File: src/hw/dbseq_pkg.sv
// Constants and types shared by the dual buck sequencer
package dbseq_pkg;
   // Clock and oscillator
   localparam int unsigned CLK_HZ = 100_000_000;
   localparam int unsigned OSC_BASE_HZ = 2_400_000;
   localparam int unsigned OSC_TICK_CYC = CLK_HZ / OSC_BASE_HZ;
   // Variant divide ratios
   localparam int unsigned DIV_SLOW = 8;
   localparam int unsigned DIV_MID = 4;
   localparam int unsigned DIV_FAST = 2;
   // Soft-start times in microseconds
   localparam int unsigned SS_SLOW_US = 5200;
   localparam int unsigned SS_MID_US = 2600;
   localparam int unsigned SS_FAST_US = 1300;
   localparam int unsigned SS_STEPS = 256;
   localparam int unsigned SKIP_PULSES = 6;
   localparam int unsigned HICCUP_US = 5200;
   localparam int unsigned US_CYC = CLK_HZ / 1_000_000;
   localparam int unsigned HICCUP_CYC = HICCUP_US * US_CYC;
   // Register map (word offsets as byte addresses)
   localparam logic [7:0] REG_CTRL = 8'h00;
   localparam logic [7:0] REG_STATUS = 8'h04;
   localparam logic [7:0] REG_IRQ_STAT = 8'h08;
   localparam logic [7:0] REG_IRQ_MASK = 8'h0C;
   localparam logic [7:0] REG_REF1 = 8'h10;
   localparam logic [7:0] REG_REF2 = 8'h14;
   // Interrupt bit positions
   localparam int unsigned IRQ_UV = 0;
   localparam int unsigned IRQ_OC1 = 1;
   localparam int unsigned IRQ_OC2 = 2;
   localparam int unsigned IRQ_REG1 = 3;
   localparam int unsigned IRQ_REG2 = 4;
   localparam int unsigned IRQ_W = 5;
   localparam logic [31:0] UNMAPPED_DATA = 32'h0000_0000;

   typedef enum logic [2:0] {
      ST_LOCKOUT = 3'b000,
      ST_SHUTDOWN = 3'b001,
      ST_BOOT = 3'b011,
      ST_RUN = 3'b010,
      ST_HICCUP = 3'b110
   } dbseq_state_t;
endpackage

File: src/hw/dbseq_top.sv
// Dual buck converter sequencing and protection logic
`timescale 1ns/1ps
// Functional notes
// - Switching ramp is base oscillator divided by variant
// - Channels switch on alternating cycles
// - Supply lockout holds all switches off
// - Bootstrap regulator on after lockout, any enable
// - PWM and soft-start wait for regulator good
// - Low enable starts that channel's soft-start
// - Both enables high gives shutdown, regulator off
// - Enable released: channel switches off immediately
// - Digital soft-start ramp, variant-dependent duration
// - Ramp end holds target at full reference
// - Overcurrent in soft-start skips six pulses
// - No skipping without a current-limit pulse
// - Output low at ramp end trips hiccup
// - Output low: stop both, hiccup wait, restart
// - After regulation, limit overcurrent without skipping
module dbseq_top
   import dbseq_pkg::*;
#(
   parameter int unsigned DIV_RATIO = DIV_SLOW,
   parameter int unsigned SS_US = SS_SLOW_US,
   parameter int unsigned HICCUP_CYCLES = HICCUP_CYC,
   parameter int unsigned REF_W = 8
) (
   input wire logic clk_i,
   input wire logic rst_i,
   input wire logic ce_i,
   // Wishbone classic slave
   input wire logic wb_cyc_i,
   input wire logic wb_stb_i,
   input wire logic wb_we_i,
   input wire logic [7:0] wb_adr_i,
   input wire logic [3:0] wb_sel_i,
   input wire logic [31:0] wb_dat_i,
   output logic [31:0] wb_dat_o,
   output logic wb_ack_o,
   // Pins and comparators
   input wire logic output1_enable_n_i,
   input wire logic output2_enable_n_i,
   input wire logic supply_good_i,
   input wire logic regulator_good_i,
   input wire logic [1:0] overcurrent_i,
   input wire logic [1:0] output_low_fault_i,
   output logic bootstrap_regulator_en_o,
   output logic [1:0] pwm_enable_o,
   output logic [1:0] pulse_o,
   output logic [1:0] upper_off_o,
   output logic [1:0] lower_off_o,
   output logic irq_o
);
   localparam int unsigned PER_CYC = OSC_TICK_CYC * DIV_RATIO;
   localparam int unsigned SS_STEP_CYC = (SS_US * US_CYC) / SS_STEPS;
   localparam int unsigned CW = $clog2(HICCUP_CYCLES + SS_STEP_CYC + PER_CYC + 2);
   localparam logic [REF_W-1:0] REF_FULL = '1;

   // -----------------------------------------------------------------
   // Input synchronisers
   // -----------------------------------------------------------------
   logic [7:0] sy1_q, sy2_q;
   always_ff @(posedge clk_i) begin
      if (rst_i) begin
         sy1_q <= 8'h00;
         sy2_q <= 8'h00;
      end else if (ce_i) begin
         sy1_q <= {output1_enable_n_i, output2_enable_n_i, supply_good_i, regulator_good_i,
                   overcurrent_i, output_low_fault_i};
         sy2_q <= sy1_q;
      end
   end
   wire en1_n = sy2_q[7];
   wire en2_n = sy2_q[6];
   wire sup_ok = sy2_q[5];
   wire reg_ok = sy2_q[4];
   wire [1:0] oc = sy2_q[3:2];
   wire [1:0] low = sy2_q[1:0];
   wire [1:0] ch_en = {~en2_n, ~en1_n};

   // -----------------------------------------------------------------
   // Switching clock and phase
   // -----------------------------------------------------------------
   logic [CW-1:0] per_q;
   logic phase_q;
   wire per_end = (per_q == CW'(PER_CYC - 1));
   always_ff @(posedge clk_i) begin
      if (rst_i) begin
         per_q <= '0;
         phase_q <= 1'b0;
      end else if (ce_i) begin
         per_q <= per_end ? '0 : per_q + 1'b1;
         if (per_end)
            phase_q <= ~phase_q;
      end
   end
   wire [1:0] cyc_start = {per_end & phase_q, per_end & ~phase_q};

   // -----------------------------------------------------------------
   // Sequencer
   // -----------------------------------------------------------------
   dbseq_state_t st_q, st_d;
   logic [CW-1:0] hic_q;
   logic [REF_W-1:0] ref_q [2];
   logic [1:0] done_q, uv_trip;
   logic [1:0] soft_en_q;
   wire any_en = |ch_en;
   wire hic_done = (hic_q == CW'(HICCUP_CYCLES - 1));
   wire uv_fault = |uv_trip;

   always_comb begin
      st_d = st_q;
      unique case (st_q)
         ST_LOCKOUT: if (sup_ok) st_d = ST_SHUTDOWN;
         ST_SHUTDOWN: if (any_en) st_d = ST_BOOT;
         ST_BOOT: if (!any_en) st_d = ST_SHUTDOWN;
                  else if (reg_ok) st_d = ST_RUN;
         ST_RUN: if (!any_en) st_d = ST_SHUTDOWN;
                 else if (uv_fault) st_d = ST_HICCUP;
         ST_HICCUP: if (hic_done) st_d = ST_SHUTDOWN;
         default: st_d = ST_LOCKOUT;
      endcase
      if (!sup_ok)
         st_d = ST_LOCKOUT;
   end

   always_ff @(posedge clk_i) begin
      if (rst_i) begin
         st_q <= ST_LOCKOUT;
         hic_q <= '0;
      end else if (ce_i) begin
         st_q <= st_d;
         hic_q <= (st_q == ST_HICCUP) ? hic_q + 1'b1 : '0;
      end
   end
   wire running = (st_q == ST_RUN);
   assign bootstrap_regulator_en_o = (st_q == ST_BOOT) || running;

   // -----------------------------------------------------------------
   // Per-channel soft-start, skipping and switch control
   // -----------------------------------------------------------------
   logic [CW-1:0] step_q [2];
   logic [2:0] skip_q [2];
   logic [1:0] pulse_q;
   logic [1:0] act;
   wire [1:0] oc_pulse = pulse_q & oc;
   for (genvar c = 0; c < 2; c++) begin : g_ch
      assign act[c] = running & ch_en[c];
      assign uv_trip[c] = act[c] & done_q[c] & low[c];
      wire step_end = (step_q[c] == CW'(SS_STEP_CYC - 1));
      always_ff @(posedge clk_i) begin
         if (rst_i) begin
            step_q[c] <= '0;
            ref_q[c] <= '0;
            done_q[c] <= 1'b0;
            skip_q[c] <= 3'd0;
            pulse_q[c] <= 1'b0;
         end else if (ce_i) begin
            if (!act[c]) begin
               step_q[c] <= '0;
               ref_q[c] <= '0;
               done_q[c] <= 1'b0;
               skip_q[c] <= 3'd0;
            end else if (!done_q[c]) begin
               step_q[c] <= step_end ? '0 : step_q[c] + 1'b1;
               if (step_end && ref_q[c] == REF_FULL)
                  done_q[c] <= 1'b1;
               else if (step_end)
                  ref_q[c] <= ref_q[c] + 1'b1;
            end
            if (act[c] && !done_q[c] && oc_pulse[c])
               skip_q[c] <= 3'(SKIP_PULSES);
            else if (act[c] && cyc_start[c] && skip_q[c] != 3'd0)
               skip_q[c] <= skip_q[c] - 3'd1;
            // Pulse ends on overcurrent, each cycle
            if (!act[c] || oc_pulse[c])
               pulse_q[c] <= 1'b0;
            else if (cyc_start[c] && skip_q[c] == 3'd0)
               pulse_q[c] <= 1'b1;
            else if (cyc_start[c ^ 1])
               pulse_q[c] <= 1'b0;
         end
      end
   end
   assign pwm_enable_o = act;
   assign pulse_o = pulse_q;
   assign upper_off_o = ~act;
   assign lower_off_o = ~act;

   // -----------------------------------------------------------------
   // Interrupts and register bus
   // -----------------------------------------------------------------
   logic [IRQ_W-1:0] ist_q, imask_q;
   logic [1:0] done_d1_q;
   logic force_off_q;
   wire [IRQ_W-1:0] ev = {done_q[1] & ~done_d1_q[1], done_q[0] & ~done_d1_q[0],
                          oc_pulse[1], oc_pulse[0], uv_fault & running};
   wire req = wb_cyc_i & wb_stb_i & ~wb_ack_o;
   // Writes land at the edge where the master sees ack
   wire wr = wb_cyc_i & wb_stb_i & wb_ack_o & wb_we_i & wb_sel_i[0];
   wire wr_ctrl = wr && (wb_adr_i == REG_CTRL);
   wire wr_clr = wr && (wb_adr_i == REG_IRQ_STAT);
   wire wr_mask = wr && (wb_adr_i == REG_IRQ_MASK);
   wire [31:0] rd_mux =
      (wb_adr_i == REG_CTRL) ? {31'h0, force_off_q} :
      (wb_adr_i == REG_STATUS) ? {24'h0, st_q, done_q, act, sup_ok} :
      (wb_adr_i == REG_IRQ_STAT) ? {27'h0, ist_q} :
      (wb_adr_i == REG_IRQ_MASK) ? {27'h0, imask_q} :
      (wb_adr_i == REG_REF1) ? 32'(ref_q[0]) :
      (wb_adr_i == REG_REF2) ? 32'(ref_q[1]) : UNMAPPED_DATA;
   always_ff @(posedge clk_i) begin
      if (rst_i) begin
         ist_q <= '0;
         imask_q <= '0;
         done_d1_q <= 2'b00;
         force_off_q <= 1'b0;
         wb_ack_o <= 1'b0;
         wb_dat_o <= 32'h0000_0000;
      end else if (ce_i) begin
         done_d1_q <= done_q;
         ist_q <= (ist_q & ~(wr_clr ? wb_dat_i[IRQ_W-1:0] : '0)) | ev;
         if (wr_mask)
            imask_q <= wb_dat_i[IRQ_W-1:0];
         if (wr_ctrl)
            force_off_q <= wb_dat_i[0];
         wb_ack_o <= req;
         if (req)
            wb_dat_o <= rd_mux;
      end
   end
   assign irq_o = |(ist_q & imask_q);
endmodule // dbseq_top

File: config.mk
export PLATFORM = sky130hd
export DESIGN_NAME = dbseq_top
export DESIGN_NICKNAME = d
export VERILOG_FILES = /design/src/hw/dbseq_pkg.sv /design/src/hw/dbseq_top.sv
export SDC_FILE = /design/constraint.sdc
export NUM_CORES = 1
export LEC_CHECK = 0
export BUFFER_PORTS_ARGS = -buffer_cell sky130_fd_sc_hd__buf_2
export CAP_MARGIN = 20
export CORE_UTILIZATION = 60
export DETAILED_ROUTE_END_ITERATION = 12
export GPL_ROUTABILITY_DRIVEN = 0
export PLACE_DENSITY = 0.86
export SETUP_SLACK_MARGIN = 0.02
export SYNTH_ARGS = -nofsm -noshare
export SYNTH_HDL_FRONTEND = slang
export SYNTH_SLANG_ARGS = --single-unit
export TNS_END_PERCENT = 10
File: constraint.sdc
create_clock -name clk_i -period 6 [get_ports clk_i]
set_input_delay 0.9 -clock clk_i [delete_from_list [all_inputs] [get_ports clk_i]]
set_output_delay 0.9 -clock clk_i [all_outputs]
set_load 0.05 [all_outputs]
==> impl_metrics.yaml <==
clock_network:
  root_buffer: "clkbuf_16"
  cts_tree: "yes"
  numCtsBuffers: 17
  hold_buffers: 0
  path_clk_slew_ps: 60
  htreeDepth: 4
  cts.sinks: 144
  post_cts.repair.setup_buffers: 0
  cts_resized: 0
  clk_latency_ps: 420
  cts_buffer_depth: 2
sta:
  tns_ps: 0
  finalHoldViolations: 0
  maxSlewHeadroom_pct: 25.02
  finClkSkew_ps: 8.795
  min_period_ps: 3163
  timing.fmax_mhz: 316.2
  hold_ws_ps: 472.5
  finalMaxSlewViolations: 0
  period_share_pct: 52.71
  worstMarginPinSlew_ps: 1114
  finalSetupViolCount: 0
  rsz0062_at_grt: "no"
critical_path:
  crit_chain: "or3b_1 > nor2_1 > inv_1 > buf_2"
  end_kind: "output port"
  r2r-end: "ref_q[1][3]"
  start_kind: "flip-flop"
  critPathSlowestCell: "or3b_1"
  path_delay_family: "simple AND/OR/NAND/NOR gates"
  cp.arrival_ps: 2260
  regToRegSetupSlack_ps: 3100
  cp-startpoint: "st_q[1]"
  r2r_cells: 5
  cp.required_ps: 5100
  r2r-start: "st_q[1]"
  path_class: "reg -> out"
  cp_max_fo: 7
  path_buf_inv: 2
  critPathMaxStageDelay_ps: 510
global_routing:
  grt_pass1_vias: 5458
  grt.total_usage_pct: 26.12
  grt_max_degree: 46
  grtUsageMet3_pct: 4.767
  grt_pass1_wl_um: 26220
  met1_usage_pct: 34.08
  top_usage_layer: "met2"
  use_met2_pct: 42.29
  grt-ovfl-total: 0
  grt_antenna_before_repair: 0
pwr:
  cell_internal_pwr_mw: 1.679
  p_comb_share_pct: 6.0
  pwr-share-clk_pct: 45.4
  sw_frac_of_total_pct: 23.63
  powerDensity_mw_per_mm2: 267.8
  pwr-share-seq_pct: 48.7
  vdd_drop_max_uv: 216.9
  net-switching-power_mw: 0.5195
  power.leakage_nw: 3.041
layout:
  n_fill_cell: 915
  n_antenna_cell: 0
  register_area_mm2: 0.003483
  final_cell_mix: "nor2_1, dfxtp_1, edfxtp_1, nand3_1, nand2_1"
  nets: 909
  multiInputGateArea_mm2: 0.003616
  final_common_cell: "nor2_1"
  area_delta_synth_final_pct: 10.81
  drive_gt1_share_pct: 11.74
floorplanning:
  core_area_mm2: 0.01201
  die_h_um: 113.1
  die-area_mm2: 0.01280
  io_pins: 101
  initial_core_util_pct: 61.68
  fp.dieW_um: 113.1
  rows: 40
yosys:
  synthArstFlopShare_pct: 0
  synth_top_area_cell: "edfxtp_1"
  synth_area_mm2: 0.007408
  yosysWarnings: 0
  synth_cells: 798
  avgSynthCellArea_um2: 9.284
  yosys-top-cells-area: "edfxtp_1, dfxtp_1, nor2_1"
  yosysSeqAreaShare_pct: 47.02
  synth_top_area_share_pct: 24.32
  ys.flop_type: "dfxtp_1"
  synth.distinct_cells: 61
  synth_edf_count: 60
  synth-seq-cells: 144
min_path:
  hold_start: "force_off_q"
  holdPathStages: 2
  min_path_type: "reg -> reg"
  min_to: "force_off_q"
detailed_routing:
  route.antenna.remaining_nets: 0
  totalWireLength_um: 15780
  drt_iter0_drc: 500
  vias: 5834
  wl_per_cell_um: 15.79
  vias_per_cell: 5.840
  route.detailed.drc: 0
  drt_pre_antenna_iters: 4
flow_run:
  cap_violations: 0
place:
  io_buffer_count: 46
  dp_hpwl_um: 10740
status:
  outcome: "completed"
-- cells by family (layout without fill, tap and decap cells) --
family | count (synthesis) | count (layout) | synth area share, %
flops | 144 | 144 | 47.02
xor+xnor | 83 | 83 | 9.813
compound gates | 70 | 70 | 6.081
mux | 33 | 33 | 4.509
other cells | 1 | 24 | 0.05062
fa+ha+maj | 12 | 12 | 2.027
simple gates | 378 | 378 | 25.16
buf+inv | 77 | 108 | 5.337
-- sequential cells by signal, indices dropped and copies added (netlist names) --
signal,cells
step_q,38
hic_q,19
per_q,19
ref_q,16
sy1_q,8
sy2_q,8
wb_dat_o,8
skip_q,6
imask_q,5
ist_q,5
st_q,3
done_d1_q,2
done_q,2
pulse_o,2
force_off_q,1
phase_q,1
wb_ack_o,1
-- per-stage QoR --
stage	cell area (µm²)	std cells	setup slack, ps	util [%]	total power, mW
detailed placement	7645	967	2575	63.65	1.218
CTS	8209	999	2852	68.34	2.209
floorplan	7495	821	2653	-	1.196
global placement	7645	967	2610	63.65	1.215
global route	8209	999	2756	68.34	2.264
finish	8209	999	2837	68.34	2.198
-- worst max path at each step --
stage	to	slack (ps)	depth (start not counted)
2_1_floorplan	upper_off_o[0]	2650	5
6_report	upper_off_o[0]	2840	4
3_5_place_dp	ref_q[1][3]	2580	7
5_1_grt	upper_off_o[0]	2760	4
3_3_place_gp	ref_q[1][3]	2610	7
4_1_cts	upper_off_o[0]	2850	4
-- synth_stat cells (2+ instances only) --
cell type  instances
dfxtp_1           84
mux2_2             3
a32o_1             3
a21oi_1           24
edfxtp_1          60
or4b_2             2
ha_1              12
o32ai_1            2
nand3b_1           4
and3_1            16
o21ai_0           16
nor4_1            14
xor2_1            44
mux2i_1           30
nand2b_1           4
or2_2              4
buf_4             26
nor3_1            12
a221oi_1           3
and4b_1            2
a31oi_1            3
inv_1             24
xnor2_1           39
nor2_1           152
nand4_1           20
nand2_1           52
nand3_1           55
or4_1              4
nand4b_1           2
nor2_2             4
nor3b_1            3
clkbuf_1          20
a22oi_1            5
nor2b_1            6
or3_1              2
and2_1             4
buf_1              4
a2bb2oi_1          2
and4_1             9
a32oi_1            2
-- worst register-to-register path, cell delays in order (launching register included) --
cell and delay [ps]:
dfxtp_1 470, or3b_1 510, or3_4 440, or4_4 570, or2_4 290, nand2_1 290
-- power by group through the flow --
stage / Clock [mW] / Sequential (mW) / Combinational, mW
2_1_floorplan: 0 / 1.08 / 0.112
3_3_place_gp: 0 / 1.09 / 0.127
3_5_place_dp: 0 / 1.09 / 0.129
4_1_cts: 1.01 / 1.07 / 0.131
5_1_grt: 1.05 / 1.07 / 0.142
6_report: 0.998 / 1.07 / 0.131
-- routing by layer --
layer | share of wire, % | wire length (µm)
met5 | 0 | 0
met1 | 44 | 6954
met4 | 2.9 | 456
met2 | 48 | 7523
met3 | 5.3 | 841
-- cell type report --
type                       count  share of cell area (%)
tap                          147                   2.241
clock buffer                  24                   6.264
timing repair buffer          51                   3.262
multi-input combinational    600                   44.05
clock inverter                 8                  0.6097
inverter                      25                   1.143
sequential                   144                   42.43
(Power assumes the default switching activity.)
